<file path="src/core/asgt_consts.svh">
// Register address, field positions and timing counts of the gap timer
`ifndef ASGT_CONSTS_SVH
`define ASGT_CONSTS_SVH
`define ASGT_REG_ADDR     16'hFF6B
`define ASGT_REG_RESET    8'h00
`define ASGT_EN_BIT       7
`define ASGT_CODE_HI      4
`define ASGT_CODE_LO      0
`define ASGT_REG_MASK     8'h9F
`define ASGT_UNIT_CYC     12'h040
`define ASGT_MIN_EXTRA    12'h01C
`define ASGT_MIN_SCK      2
`endif

</file>
<file path="src/core/asgt_pkg.sv">
// Types shared by the gap timer files
package asgt_pkg;
  typedef struct packed {
    logic       enable;
    logic [4:0] code;
  } asgt_cfg_t;
  typedef enum logic [1:0] {
    ASGT_IDLE = 2'b00,
    ASGT_MAIN = 2'b01,
    ASGT_SCK  = 2'b11
  } asgt_state_t;
endpackage

</file>
<file path="src/core/asgt_sck_edge.sv">
// Three-stage synchroniser and rising-edge detect for the serial clock
`timescale 1ns/1ns
module asgt_sck_edge (
  input  wire logic clk,
  input  wire logic reset_n,
  input  wire logic sck_in,
  output logic      sck_rise
);
  logic [2:0] sync_q;
  logic [2:0] sync_d;
  logic       seen_q;
  logic       seen_d;
  logic       rise_d;
  logic       rise_q;

  // Level counts once stages two and three agree
  always_comb begin
    sync_d = {sync_q[1:0], sck_in};
    seen_d = seen_q;
    rise_d = 1'b0;
    if (sync_q[1] == sync_q[2]) begin
      seen_d = sync_q[2];
      rise_d = sync_q[2] & ~seen_q;
    end
  end

  always_ff @(posedge clk or negedge reset_n) begin
    if (!reset_n) begin
      sync_q <= 3'h0;
      seen_q <= 1'b0;
      rise_q <= 1'b0;
    end else begin
      sync_q <= sync_d;
      seen_q <= seen_d;
      rise_q <= rise_d;
    end
  end

  assign sck_rise = rise_q;
endmodule

</file>
<file path="src/core/asgt_gap_timer.sv">
// Transfer gap timer for the automatic serial transmit/receive function
`timescale 1ns/1ns
`include "asgt_consts.svh"
// Overview of operation
// - Enable clear: no hardware gap inserted
// - Enable set: gap timed from code
// - Gap (n+1)*64 plus 28..36 main clocks
// - Gap never under two serial clocks
// - Counter runs on the main system clock
// - Enabled gap disables busy input control
// - Reset clears the register to zero
module asgt_gap_timer
  import asgt_pkg::*;
#(
  parameter int ADDR_W = 16
) (
  input  wire logic              clk,
  input  wire logic              reset_n,
  input  wire logic [ADDR_W-1:0] reg_addr,
  input  wire logic              reg_wr,
  input  wire logic [7:0]        reg_wdata,
  output logic      [7:0]        reg_rdata,
  input  wire logic              auto_transfer_active_flag,
  input  wire logic              byte_done,
  input  wire logic              sck_in,
  output logic                   sck_hold,
  output logic                   busy_ctrl_disable,
  output logic                   gap_active
);
  logic [7:0]  reg_q;
  logic [7:0]  reg_d;
  asgt_cfg_t   cfg;
  asgt_state_t st_q;
  asgt_state_t st_d;
  logic [11:0] cnt_q;
  logic [11:0] cnt_d;
  logic [1:0]  sck_cnt_q;
  logic [1:0]  sck_cnt_d;
  logic        hold_q;
  logic        hold_d;
  logic        bdis_q;
  logic        bdis_d;
  logic [7:0]  rdata_q;
  logic [7:0]  rdata_d;
  logic        sck_rise;
  logic [11:0] target;
  logic        start_ok;
  logic [11:0] len_q;
  logic [11:0] len_d;
  logic [1:0]  rise_cnt_q;
  logic [1:0]  rise_cnt_d;

  asgt_sck_edge u_edge (
    .clk      (clk),
    .reset_n  (reset_n),
    .sck_in   (sck_in),
    .sck_rise (sck_rise)
  );

  assign cfg.enable = reg_q[`ASGT_EN_BIT];
  assign cfg.code   = reg_q[`ASGT_CODE_HI:`ASGT_CODE_LO];
  // Main-clock part of the minimum gap; the extra serial edge adds the rest
  // Twelve bits: code 31 needs 2076 cycles, past an 11-bit count
  assign target = ({7'h00, cfg.code} + 12'h001) * `ASGT_UNIT_CYC
                  + `ASGT_MIN_EXTRA;
  // Only bytes of the automatic function open a gap
  assign start_ok = byte_done & auto_transfer_active_flag;

  // Bits 5 and 6 are masked; writes during a transfer are the caller's duty
  always_comb begin
    reg_d = reg_q;
    if (reg_wr && reg_addr == ADDR_W'(`ASGT_REG_ADDR)) begin
      reg_d = reg_wdata & `ASGT_REG_MASK;
    end
    rdata_d = reg_q;
    bdis_d  = cfg.enable;
  end

  // Timer runs on clk, the main system clock
  always_comb begin
    st_d      = st_q;
    cnt_d     = cnt_q;
    sck_cnt_d = sck_cnt_q;
    hold_d    = hold_q;
    case (st_q)
      ASGT_IDLE: begin
        if (start_ok && cfg.enable) begin
          st_d      = ASGT_MAIN;
          cnt_d     = 12'h001;
          sck_cnt_d = 2'h0;
          hold_d    = 1'b1;
        end else begin
          hold_d = 1'b0;
        end
      end
      ASGT_MAIN: begin
        cnt_d = cnt_q + 12'h001;
        if (sck_rise && sck_cnt_q != 2'(`ASGT_MIN_SCK)) begin
          sck_cnt_d = sck_cnt_q + 2'h1;
        end
        if (cnt_q >= target) begin
          st_d = ASGT_SCK;
        end
      end
      ASGT_SCK: begin
        // Ends on a serial edge so the gap spans the fractional part
        if (sck_rise) begin
          if (sck_cnt_q + 2'h1 >= 2'(`ASGT_MIN_SCK)) begin
            st_d   = ASGT_IDLE;
            hold_d = 1'b0;
          end else begin
            sck_cnt_d = sck_cnt_q + 2'h1;
          end
        end
      end
      default: begin
        st_d   = ASGT_IDLE;
        hold_d = 1'b0;
      end
    endcase
  end

  always_ff @(posedge clk or negedge reset_n) begin
    if (!reset_n) begin
      reg_q     <= `ASGT_REG_RESET;
      st_q      <= ASGT_IDLE;
      cnt_q     <= 12'h000;
      sck_cnt_q <= 2'h0;
      hold_q    <= 1'b0;
      bdis_q    <= 1'b0;
      rdata_q   <= 8'h00;
    end else begin
      reg_q     <= reg_d;
      st_q      <= st_d;
      cnt_q     <= cnt_d;
      sck_cnt_q <= sck_cnt_d;
      hold_q    <= hold_d;
      bdis_q    <= bdis_d;
      rdata_q   <= rdata_d;
    end
  end

  // Gap length and serial rises, kept for the checks below
  always_comb begin
    len_d      = 12'h000;
    rise_cnt_d = 2'h0;
    if (hold_q) begin
      len_d      = len_q + 12'h001;
      rise_cnt_d = rise_cnt_q;
      if (sck_rise && rise_cnt_q != 2'h3) begin
        rise_cnt_d = rise_cnt_q + 2'h1;
      end
    end
  end

  always_ff @(posedge clk or negedge reset_n) begin
    if (!reset_n) begin
      len_q      <= 12'h000;
      rise_cnt_q <= 2'h0;
    end else begin
      len_q      <= len_d;
      rise_cnt_q <= rise_cnt_d;
    end
  end

  assign reg_rdata         = rdata_q;
  assign sck_hold          = hold_q;
  assign busy_ctrl_disable = bdis_q;
  assign gap_active        = hold_q;
endmodule

</file>
<file path="config.mk">
export PLATFORM = sky130hd
export DESIGN_NAME = asgt_gap_timer
export DESIGN_NICKNAME = d
export VERILOG_FILES = /design/src/core/asgt_pkg.sv /design/src/core/asgt_sck_edge.sv /design/src/core/asgt_gap_timer.sv
export VERILOG_INCLUDE_DIRS = /design/src /design/src/core
export SDC_FILE = /design/constraint.sdc
export NUM_CORES = 1
export LEC_CHECK = 0
export ABC_AREA = 1
export BUFFER_PORTS_ARGS = -buffer_cell sky130_fd_sc_hd__clkbuf_2
export CAP_MARGIN = 10
export CELL_PAD_IN_SITES_DETAIL_PLACEMENT = 1
export CELL_PAD_IN_SITES_GLOBAL_PLACEMENT = 2
export CORE_MARGIN = 4
export CORE_UTILIZATION = 28
export CTS_BUF_LIST = sky130_fd_sc_hd__clkbuf_16
export CTS_CLUSTER_SIZE = 30
export DETAILED_ROUTE_END_ITERATION = 8
export GPL_TIMING_DRIVEN = 0
export PLACE_DENSITY = 0.79
export REMOVE_ABC_BUFFERS = 1
export SLEW_MARGIN = 0
export SYNTH_ARGS = -nofsm -noshare
export SYNTH_HDL_FRONTEND = slang
export SYNTH_HIERARCHICAL = 1
export SYNTH_SLANG_ARGS = --single-unit
</file>
<file path="constraint.sdc">
create_clock -name clk -period 1.7 [get_ports clk]
set_clock_uncertainty 0.05 [all_clocks]
set_input_delay 0.255 -clock clk [delete_from_list [all_inputs] [get_ports clk]]
set_output_delay 0.255 -clock clk [all_outputs]
set_load 0.005 [all_outputs]
</file>
---- Word level (Yosys, flattened, before mapping) ----
Index checks and enable logic that the tools add are counted.
operators by class
  bitwise logic cells ..................... 4
  shifts and indexed selects .............. 0
  magnitude comparators ................... 2
  div/mod/pow operators ................... 0
  $add $sub $neg .......................... 4
  mux-type cells .......................... 17
  equal/unequal tests ..................... 11
  multiply operators ...................... 0
  reductions and logical operators ........ 10
operator list
  kind                                                       count
  case mux 12 bit (2 select lines)                           1
  == test 16 bit (second input constant)                     1
  two-way mux 2 bit                                          8
  adder 12 x 1 -> 12 bit (second input constant)             1
  adder 12 x 5 -> 12 bit (second input constant)             1
  greater-or-equal comparator 12 bit                         1
  two-way mux 12 bit                                         1
  != test 2 bit (second input constant)                      6
  case mux 2 bit (3 select lines)                            2
  adder 5 x 1 -> 6 bit (second input constant)               1
  AND reduction 5 bit                                        1
  two-way mux 1 bit                                          4
  AND reduction 4 bit                                        1
  logical AND 1 bit                                          3
  case mux 1 bit (3 select lines)                            1
  AND reduction 3 bit                                        1
  nonzero test 3 bit                                         1
  adder 2 x 1 -> 2 bit (second input constant)               1
  bitwise AND 1 bit                                          2
  == test 2 x 1 -> 1 bit (second input constant)             1
  == test 2 bit (second input constant)                      1
  greater-or-equal comparator 2 bit (second input constant)  1
  zero test 2 bit                                            1
  != test 2 x 1 -> 1 bit (second input constant)             1
  4 further kinds                                            5
word-level totals
  logic and storage cells ................. 58
  memories kept ........................... 0
  ROM bits ................................ 0
  bits of input ports ..................... 30
  memory bits (writable) .................. 0
  output and inout port bits .............. 11
  bits in latches ......................... 0
  flip-flop bits (word level) ............. 35

---- Logic depth before layout (Yosys ltp) ----
Gate-level depths: netlist of the first run.
  word-level depth ........................ 5
  gate-level depth with buffers ........... 10
  depth with buffers taken out ............ 10

---- Cells and area by module ----
The synthesis of the first run kept the hierarchy.
modules (own cells, without submodules)
  module          instances  sequential area each (sq um)  area an instance (sq um)  cells each
  asgt_gap_timer  1          725.7                         1,736.7                   215
  asgt_sck_edge   1          125.1                         145.1                     10

---- Worst setup path before layout of the first run ----
No wires, ideal clock.
  path type ............................... reg-to-reg
  start point ............................. register reg_q[0], in the netlist rdata_d[0]
  end point ............................... register st_q[1]
  arrival time ............................ 1,499 ps
  path buffers ............................ 0
  slack ................................... 25 ps
  setup time .............................. 126 ps
  required time ........................... 1,524 ps
  period minus slack after synthesis ...... 1,675 ps
  cell stages (with the launch flop) ...... 11
  cells stage by stage .................... dfrtp_1 -> ha_1 -> nand3_1 -> xor2_1 -> ha_1 -> nand2_1 -> inv_1 -> a21oi_1 -> nand3_1 -> nand3_1 -> nand2_1
between the ends
  word-level cells in the longest chain between the ends .. 5
ends and longest elaborated chain
  item                                     RTL line               RTL
  from (decl)                              asgt_gap_timer.sv:30   logic [7:0] reg_q;
  from (signal assigned)                   asgt_gap_timer.sv:125  reg_q <= `ASGT_REG_RESET;
  from (signal assigned)                   asgt_gap_timer.sv:133  reg_q <= reg_d;
  adder 5 x 1 -> 6 bit                     asgt_gap_timer.sv:64   assign target = ({7'h00, cfg.code} + 12'h001) * `ASGT_UNIT_CYC
  adder 12 x 5 -> 12 bit (no source line)  --
  greater-or-equal comparator 12 bit       asgt_gap_timer.sv:101  if (cnt_q >= target) begin
  != test 2 bit (no source line)           --
  AND reduction 4 bit (no source line)     --
  to (signal assigned)                     asgt_gap_timer.sv:134  st_q <= st_d;
  to (decl)                                asgt_gap_timer.sv:33   asgt_state_t st_q;
No other way between the ends.
A chain may end at the register's enable or synchronous reset.

---- Final worst setup path of the first run ----
Same ends and word-level chain as after synthesis.

==> results_dict.tcl, run 1 <==
set metrics [dict create \
    status "complete, but fails checks" \
    violations "setup timing" \
    cts_tree "yes" \
    finalSetupViolations 1 \
    grt_pass1_vias 1735 \
    crit_required_ps 1810 \
    fill_cells 783 \
    min_to "u_edge/sync_q[0]" \
    synth_seq_cells 34 \
    final.setup.worst_slack_ps -39.57 \
    synth_cell_type_count 28 \
    syn_to_final_growth_pct 26.46 \
    critical_path.startpoint "rdata_d[0]" \
    initial_core_util_pct 29.30 \
    slew_violations 0 \
    ant_nets 0 \
    hold_depth 1 \
    crit_type "flop to flop" \
    clk_latency_ps 280 \
    ff2ff_setup_slack_ps -40 \
    final_nets 308 \
    firstDrtPassIters 4 \
    layout-drive-gt1-share_pct 31.60 \
    mostFrequentLayoutCells "56 x nand2_1, 36 x clkbuf_2, 33 x dfrtp_1" \
    syn_area_per_cell_um2 8.364 \
    gr-usage-all-layers_pct 12.37 \
    syn_inst 225 \
    die_width_um 89.98 \
    synth_warnings 6 \
    maxSlewHeadroom_pct 39.76 \
    die_h_um 89.98 \
    place_hpwl_um 3349 \
    drv_cap 0 \
    start_kind "flop" \
    numCtsBuffers 5 \
    drc 0 \
    viasPerCell 4.647 \
    grt_max_degree 35 \
    final_common_cell "nand2_1" \
    r2r_end "st_q[1]" \
    end_kind "flop" \
    ys_seq_area_share_pct 45.21 \
    crit_slowest_cell "dfrtp_2" \
    crit_top_cell "nand3_1" \
    worstReg2RegStart "rdata_d[0]" \
    coreArea_mm2 0.006422 \
    crit_arrival_ps 1850 \
    fin_crit_sh_pct 102.3 \
    hold_viol 0 \
    p_leak_nw 1.216 \
    slowest_delay_ps 450 \
    vdd_drop_max_uv 428.0 \
    cts_max_level 2 \
    power.density_mw_per_mm2 1344 \
    routabilityCongestion 0.7412 \
    grt_pass1_wl_um 8169 \
    pin_count 41 \
    n_antenna_cell 0 \
    cts_sinks 34 \
    period_minus_slack_ps 1740 \
    via_count 1608 \
    ctsHoldBuffers 0 \
    fp.dieArea_mm2 0.008096 \
    worstPathCellList "ha_4, nand3_2, xor2_1, ha_1, nand2_2, inv_2, a21oi_2, nand3_1, nand3_1, nand2_1" \
    fin_util_pct 37.05 \
    wirelength_um 4634 \
    drt_iter0_markers 47 \
    fmax_ghz 0.5749 \
    port_buffers 36 \
    hold_slack_ps 30.14 \
    grt_overflow 0 \
    grt_antenna_before_repair 0 \
    rows 29 \
    root_buffer "clkbuf_16" \
    cp_max_fo 3 \
    worstMarginPinSlew_ps 903.6 \
    wl_per_cell_um 13.39 \
    ff2ff_path_depth 10 \
    hp-start "sck_in" \
    path_clk_slew_ps 60 \
    syn_area_mm2 0.001882 \
    rsz0062_at_grt "yes" \
    clockBufferDepth 2 \
    hp-class "input pin to flop" \
]
==> timing repair <==
item	CTS	global route
buffers inserted	2	2
gates cloned	0	0
resized for setup	4	9
endpoints found under the setup margin	1	2
pin swaps	2	7
==> per-layer routing <==
metal,track usage (%),share of wire [%],vias up
li1,-,-,813
met1,14.92,46,755
met2,21.68,48,36
met3,3.339,4.9,4
met4,3.444,1.1,0
met5,0,0,-
==> cell type report <==
| cell class | instances | area (um2) | share of cell area, % |
|---|---|---|---|
| inverter | 28 | 107.6 | 4.522 |
| clock inverter | 3 | 45.04 | 1.893 |
| tap | 77 | 96.34 | 4.048 |
| sequential | 34 | 852.1 | 35.80 |
| clock buffer | 5 | 125.1 | 5.258 |
| timing repair buffer | 40 | 214.0 | 8.991 |
| multi-input combinational | 159 | 939.7 | 39.48 |
==> flip-flops by register name, summed over array words and instances (netlist names) <==
signal,flops
rdata_d,6
sck_cnt_q,2
u_edge/seen_q,1
gap_active,1
u_edge/sync_q,3
st_q,2
reg_rdata,6
u_edge/sck_rise,1
cnt_q,12
==> where the power goes <==
part           internal, mW  switching (mW)  total (mW)
clock network         0.691           0.363        1.05
logic                 0.361           0.607       0.969
registers             0.964           0.211        1.18
==> logic make-up (layout without fill, tap and decap cells) <==
group,Yosys count,count (layout),synth area share (%)
AO/OA/AOI/OAI,25,25,8.777
XOR/XNOR,3,3,1.397
adder cells (fa/ha/maj),10,10,6.649
buffers and inverters,33,76,7.713
flip-flops,34,34,45.21
other,1,2,0.1993
AND/OR/NAND/NOR,119,119,30.05
==> worst max-delay path, delay by kind of cell, from the launching register on <==
| kind | cells | cell delay [ps] |
|---|---|---|
| xor+xnor | 1 | 160 |
| buf+inv | 1 | 40 |
| fa+ha+maj | 2 | 450 |
| simple gates | 5 | 370 |
| flops | 1 | 450 |
| compound gates | 1 | 100 |
==> Yosys cell counts <==
cell | instances | share of area [%]
a21oi_1 | 4 | 1.1
a31oi_1 | 1 | 0.33
and3_1 | 1 | 0.33
buf_4 | 5 | 2.0
conb_1 | 1 | 0.20
dfrtp_1 | 34 | 45
ha_1 | 10 | 6.6
inv_1 | 24 | 4.8
inv_2 | 3 | 0.60
inv_4 | 1 | 0.33
nand2_1 | 57 | 11
nand2_2 | 4 | 1.3
nand3_1 | 26 | 6.9
nand3_2 | 1 | 0.53
nand3b_1 | 2 | 0.80
nand4_1 | 4 | 1.3
nand4_2 | 1 | 0.66
nor2_1 | 15 | 3.0
nor2_2 | 2 | 0.66
nor2_4 | 3 | 1.8
nor3_1 | 1 | 0.27
nor3_2 | 2 | 1.1
o211ai_1 | 1 | 0.40
o21a_1 | 1 | 0.40
o21ai_0 | 9 | 2.4
o21ai_2 | 9 | 4.2
xnor2_1 | 1 | 0.47
xor2_1 | 2 | 0.93
==> stage by stage <==
step           setup TNS (ps)  std cells  instance area [um2]  total power, mW  setup WS [ps]
2_1_floorplan               0        221                 1848            1.830          25.04
3_3_place_gp           -181.8        334                 2125            2.091         -181.8
3_5_place_dp           -218.7        334                 2125            2.130         -218.7
4_1_cts                -106.1        344                 2323            3.220         -106.1
5_1_grt                -146.1        346                 2380            3.475         -146.1
6_report               -39.57        346                 2380            3.198         -39.57
==> worst max-delay path by stage <==
stage	to	slack (ps)	cells past startpoint
2_1_floorplan	st_q[1]	30	10
3_3_place_gp	st_q[1]	-180	10
3_5_place_dp	st_q[1]	-220	10
4_1_cts	st_q[1]	-110	10
5_1_grt	st_q[1]	-150	10
6_report	st_q[1]	-40	10
(Power assumes the default switching activity.)
==> inputs of run 2 (changes only) <==
ABC_AREA = unset   (was 1)
CORE_UTILIZATION = 30   (was 28)
SKIP_CTS_REPAIR_TIMING = 1   (was unset)
==> run 2 against run 1 <==
  * The flow still finishes with violations (setup timing)
  * Highest routed layer unchanged
  * Largest power group is now the clock network
  * Synthesized cell count fell by 33%
  * Via count down 22%
  * Cell count decreased by 23%
==> results_dict.tcl, run 2 <==
set metrics [dict create \
    status "complete, but fails checks" \
    violations "setup timing" \
    path_clk_slew_ps 50 \
    synth_seq_cells 34 \
    hold_viol 0 \
    maxSlewHeadroom_pct 45.00 \
    hold_slack_ps 19.22 \
    ff2ff_setup_slack_ps -380 \
    synth_top_cell_area_share_pct 49.82 \
    clockBufferDepth 2 \
    end_kind "flop" \
    viasPerCell 4.728 \
    crit_arrival_ps 2190 \
    final_common_cell "clkbuf_2" \
    r2r_end "st_q[1]" \
    synth_edf_count 0 \
    coreArea_mm2 0.005507 \
    rsz0062_at_grt "yes" \
    grt_pass1_vias 1384 \
    die_h_um 83.45 \
    syn_area_per_cell_um2 11.39 \
    layout-drive-gt1-share_pct 37.31 \
    numCtsBuffers 5 \
    rows 27 \
    fmax_ghz 0.4817 \
    syn_to_final_growth_pct 29.01 \
    worstReg2RegStart "rdata_d[1]" \
    ff2ff_path_depth 9 \
    final.setup.tns_ps -955.8 \
    largest_reg_flops 12 \
    routabilityCongestion 0.7358 \
    ys_dominant_reg_cell "dfrtp_1" \
    p_leak_nw 1.016 \
    final_nets 232 \
    worstMarginPinSlew_ps 825.0 \
    postSynth.asyncResetShare_pct 100.0 \
    grt_antenna_before_repair 0 \
    slew_violations 0 \
    wl_per_cell_um 13.92 \
    synth_common_cells "34 x dfrtp_1, 12 x nor2_1, 10 x ha_1, 9 x nand2_1, 9 x xor2_1" \
    drc 0 \
    pin_count 41 \
    fin_area_mm2 0.002203 \
    synth_cell_type_count 40 \
    clk_latency_ps 270 \
    crit_slowest_cell "dfrtp_1" \
    cts_sinks 34 \
    port_buffers 36 \
    ys_seq_area_share_pct 49.82 \
    cp_max_fo 4 \
    worstPathCellList "ha_2, nand3_2, xor2_1, ha_1, nand2_2, o211ai_1, and2_1, a31o_4, o211a_1" \
    syn_inst 150 \
    power.density_mw_per_mm2 955.4 \
    grt_overflow 0 \
    gr-usage-all-layers_pct 11.71 \
    initial_core_util_pct 31.02 \
    grt_pass1_wl_um 6568 \
    fin_crit_sh_pct 122.1 \
    fp.dieArea_mm2 0.006964 \
    wirelength_um 3689 \
    cts_tree "yes" \
    vdd_drop_max_uv 473.6 \
    regMostFlops "cnt_q" \
    drt_iter0_markers 28 \
    place_hpwl_um 2642 \
    start_kind "flop" \
    synthMostInstantiatedCell "dfrtp_1" \
    syn_area_mm2 0.001708 \
    n_antenna_cell 0 \
    hp-class "input pin to async pin" \
    synth_top_area_cell "dfrtp_1" \
    root_buffer "clkbuf_16" \
    finalSetupViolations 3 \
    synth_warnings 6 \
    synthTopCellsByArea "dfrtp_1 50%, ha_1 7.3%, xor2_1 4.6%" \
    cts_max_level 2 \
    final.setup.worst_slack_ps -375.9 \
    drv_cap 0 \
    mostFrequentLayoutCells "36 x clkbuf_2, 31 x dfrtp_1, 12 x nor2_1" \
    period_minus_slack_ps 2076 \
    die_width_um 83.45 \
    slowest_delay_ps 420 \
    ant_nets 0 \
    firstDrtPassIters 3 \
    totalPowerFinal_mw 2.105 \
    crit_required_ps 1820 \
    place_area_mm2 0.001936 \
    crit_type "flop to flop" \
    via_count 1253 \
    grt_max_degree 35 \
]
-- run 2: changes by cell type in the layout (fill, tap and decap cells not counted), sizes merged, moves of 3 or more --
| cell | before | now |
|---|---|---|
| mux2 | 0 | 6 |
| o21ai | 18 | 4 |
| inv | 28 | 5 |
| nand4b | 0 | 3 |
| nand2 | 61 | 9 |
| nor2 | 20 | 12 |
| xnor2 | 1 | 4 |
| xor2 | 2 | 9 |
| nand3 | 27 | 8 |
| nand2b | 0 | 3 |
| o31ai | 0 | 3 |
-- run 2: cells by family after synthesis --
group / count (synthesis) / synth area share (%)
AOI/OAI and AO/OA: 22 / 10.70
xor gates and xnor gates: 13 / 6.667
adders and majority gates: 11 / 7.985
buffers and inverters: 12 / 4.103
DFF: 34 / 49.82
muxes: 7 / 4.542
other: 1 / 0.2196
and+or+nand+nor: 50 / 15.97
-- run 2: final cells by class --
cell class | count | area (um2)
clock buffer | 5 | 125.1
clock inverter | 3 | 63.81
fill | 633 | 3303
inverter | 5 | 18.77
multi-input combinational | 105 | 835.8
sequential | 34 | 854.6
tap | 72 | 90.09
timing repair buffer | 41 | 215.2
-- run 2: per-stage QoR --
step / std cells / utilization (%) / setup slack [ps]
global route: 265 / 40.01 / -487.2
detailed placement: 253 / 35.15 / -515.2
CTS: 261 / 38.58 / -536.0
finish: 265 / 40.01 / -375.9
floorplan: 144 / - / -303.1
global placement: 252 / 35.06 / -514.2
-- run 2: worst max-delay path by stage --
stage | from | endpoint | slack, ps | depth (start not counted)
final | rdata_d[1] | st_q[1] | -380 | 9
after global routing | rdata_d[1] | st_q[1] | -490 | 9
after detailed placement | rdata_d[0] | st_q[1] | -520 | 8
after CTS | rdata_d[0] | st_q[1] | -540 | 8
after global placement | rdata_d[0] | st_q[1] | -510 | 8
after floorplan | rdata_d[2] | st_q[1] | -300 | 8
-- run 2: critical path, delay by kind of cell, from the launching register on --
kind | cells | cell delay [ps]
fa+ha+maj | 2 | 530
xor+xnor | 1 | 150
flops | 1 | 420
compound gates | 3 | 490
simple gates | 3 | 330
-- run 2: power breakdown --
group / leakage, nW / total, mW / switching, mW / internal [mW]
registers: 0.399 / 0.849 / 0.0198 / 0.830
clock network: 0.0915 / 1.15 / 0.316 / 0.834
logic: 0.526 / 0.107 / 0.0543 / 0.0522
total: 1.02 / 2.11 / 0.390 / 1.72
-- run 2: routing by layer --
metal,GRT usage [%],routed length (um)
met1,14.59,1650
met2,18.29,1765
met3,3.751,189
met4,5.702,84
met5,0,0
==> inputs of run 3 (changes only) <==
BUFFER_PORTS_ARGS = unset   (was -buffer_cell sky130_fd_sc_hd__clkbuf_2)
CORE_UTILIZATION = 35   (was 30)
DONT_BUFFER_PORTS = 1   (was unset)
PLACE_DENSITY = 0.78   (was 0.79)
==> run 3 against run 2 <==
  * Utilization grew 3.5 points
  * Die area fell by 13%
  * Largest cell class unchanged
  * Via count down 6.8%
  * Register-to-register slack barely moved
  * The flow still finishes with violations (setup timing)
  * Sequential power about the same
==> results_dict.tcl, run 3 (synthesized netlist as in run 2, its figures left out) <==
set metrics [dict create \
    status "complete, but fails checks" \
    violations "setup timing" \
    port_buffers 0 \
    maxSlewHeadroom_pct 65.96 \
    numCtsBuffers 5 \
    cts_sinks 34 \
    rows 25 \
    grt_pass1_vias 1253 \
    ff2ff_setup_slack_ps -390 \
    coreArea_mm2 0.004723 \
    rsz0062_at_grt "yes" \
    p_leak_nw 0.8785 \
    hp-start "reg_wdata[0]" \
    place_hpwl_um 2546 \
    firstDrtPassIters 4 \
    hp-class "input pin to flop" \
    clk_latency_ps 280 \
    vdd_drop_max_uv 593.9 \
    slew_violations 0 \
    via_count 1168 \
    grt_max_degree 35 \
    fmax_ghz 0.4792 \
    cts_tree "yes" \
    drv_cap 0 \
    internal-power_mw 1.401 \
    fin_crit_sh_pct 122.8 \
    ant_nets 0 \
    hold_viol 0 \
    root_buffer "clkbuf_16" \
    pin_count 41 \
    path_clk_slew_ps 60 \
    grt_antenna_before_repair 0 \
    die_width_um 77.86 \
    min_to "rdata_d[0]" \
    crit_type "flop to flop" \
    crit_arrival_ps 2200 \
    grt_overflow 0 \
    combPwrFrac_pct 4.7 \
    mostFrequentLayoutCells "30 x dfrtp_1, 12 x nor2_1, 9 x xor2_1, 9 x buf_4" \
    pre_cts_ws_ps -522.7 \
    initial_core_util_pct 36.16 \
    wl_per_cell_um 16.32 \
    regMostFlops "cnt_q" \
    p_sw_mw 0.4034 \
    layout-drive-gt1-share_pct 25.61 \
    grt_pass1_wl_um 5865 \
    hold_depth 1 \
    fill_cells 503 \
    clockBufferDepth 2 \
    ff2ff_path_depth 8 \
    power.density_mw_per_mm2 878.0 \
    fp.dieArea_mm2 0.006061 \
    period_minus_slack_ps 2087 \
    final_nets 203 \
    viasPerCell 5.056 \
    drc 0 \
    gr-usage-all-layers_pct 12.38 \
    n_antenna_cell 0 \
    worstMarginPinSlew_ps 507.8 \
    wirelength_um 3771 \
    syn_to_final_growth_pct 20.37 \
    end_kind "flop" \
    r2r_end "st_q[1]" \
    p_seq_share_pct 47.0 \
    worstReg2RegStart "rdata_d[1]" \
    cp_max_fo 3 \
    fin_area_mm2 0.002056 \
    finalSetupViolations 3 \
    crit_required_ps 1820 \
    cts_max_level 2 \
    routabilityCongestion 0.7842 \
    start_kind "flop" \
    p_clk_share_pct 48.2 \
    drt_iter0_markers 57 \
    place_area_mm2 0.001752 \
    final.setup.worst_slack_ps -386.8 \
    swShare_pct 22.35 \
    die_h_um 77.86 \
    final_common_cell "dfrtp_1" \
    largest_reg_flops 12 \
]
## run 3: changes by cell type in the layout (fill, tap and decap cells not counted), moves of 2 or more
| cell | delta |
|---|---|
| clkbuf_2 | -36 |
| buf_4 | +5 |
| bufinv_16 | -2 |
| dlygate4sd3_1 | +2 |
## run 3: worst max path at each step
stage                           from       to  slack [ps]  cells after the start
after global placement    rdata_d[0]  st_q[1]        -490                      8
after detailed placement  rdata_d[2]  st_q[1]        -520                      8
after CTS                 rdata_d[2]  st_q[1]        -570                      8
after global routing      rdata_d[1]  st_q[1]        -490                      8
final                     rdata_d[1]  st_q[1]        -390                      8
after floorplan           rdata_d[2]  st_q[1]        -300                      8
## run 3: power groups by stage
stage	Sequential, mW	Combinational [mW]	Clock (mW)
floorplan	0.858	0.0503	0
global placement	0.862	0.0558	0
detailed placement	0.863	0.0597	0
CTS	0.849	0.0602	0.883
global route	0.852	0.0973	0.945
finish	0.849	0.0856	0.870
## run 3: worst max-delay path, cell delays in order (launching register included)
cell and delay, ps:
dfrtp_1 430, nand3_2 110, or2_4 280, ha_4 230, a21oi_2 150, o211ai_1 110
and2_1 190, a31o_4 230, o211a_1 200
## run 3: per-layer routing
metal  track usage, %  up-vias  wire [um]
li1                 -      544          -
met1            15.27      586       1617
met2            19.78       32       1911
met3            3.712        6        185
met4            5.694        0         56
met5                0        -          0
## run 3: metrics by stage
step                std cells  power (mW)  hold slack (ps)  TNS [ps]  utilization (%)
floorplan                 144      0.9079           -90.59    -718.9                -
global placement          211      0.9175           -89.03     -5636            36.93
detailed placement        212      0.9228           -89.01     -2206            37.09
CTS                       220       1.792           -385.9     -2554            40.08
global route              231       1.894            63.75     -1387            43.52
finish                    231       1.805            70.35    -986.3            43.52
## run 3: area by class of cell
| class | count | area (um2) | share of cell area [%] |
|---|---|---|---|
| clock buffer | 5 | 125.1 | 6.086 |
| multi-input combinational | 105 | 848.3 | 41.27 |
| tap | 67 | 83.83 | 4.078 |
| inverter | 5 | 18.77 | 0.9130 |
| sequential | 34 | 855.8 | 41.63 |
| clock inverter | 3 | 16.27 | 0.7912 |
| timing repair buffer | 12 | 107.6 | 5.234 |
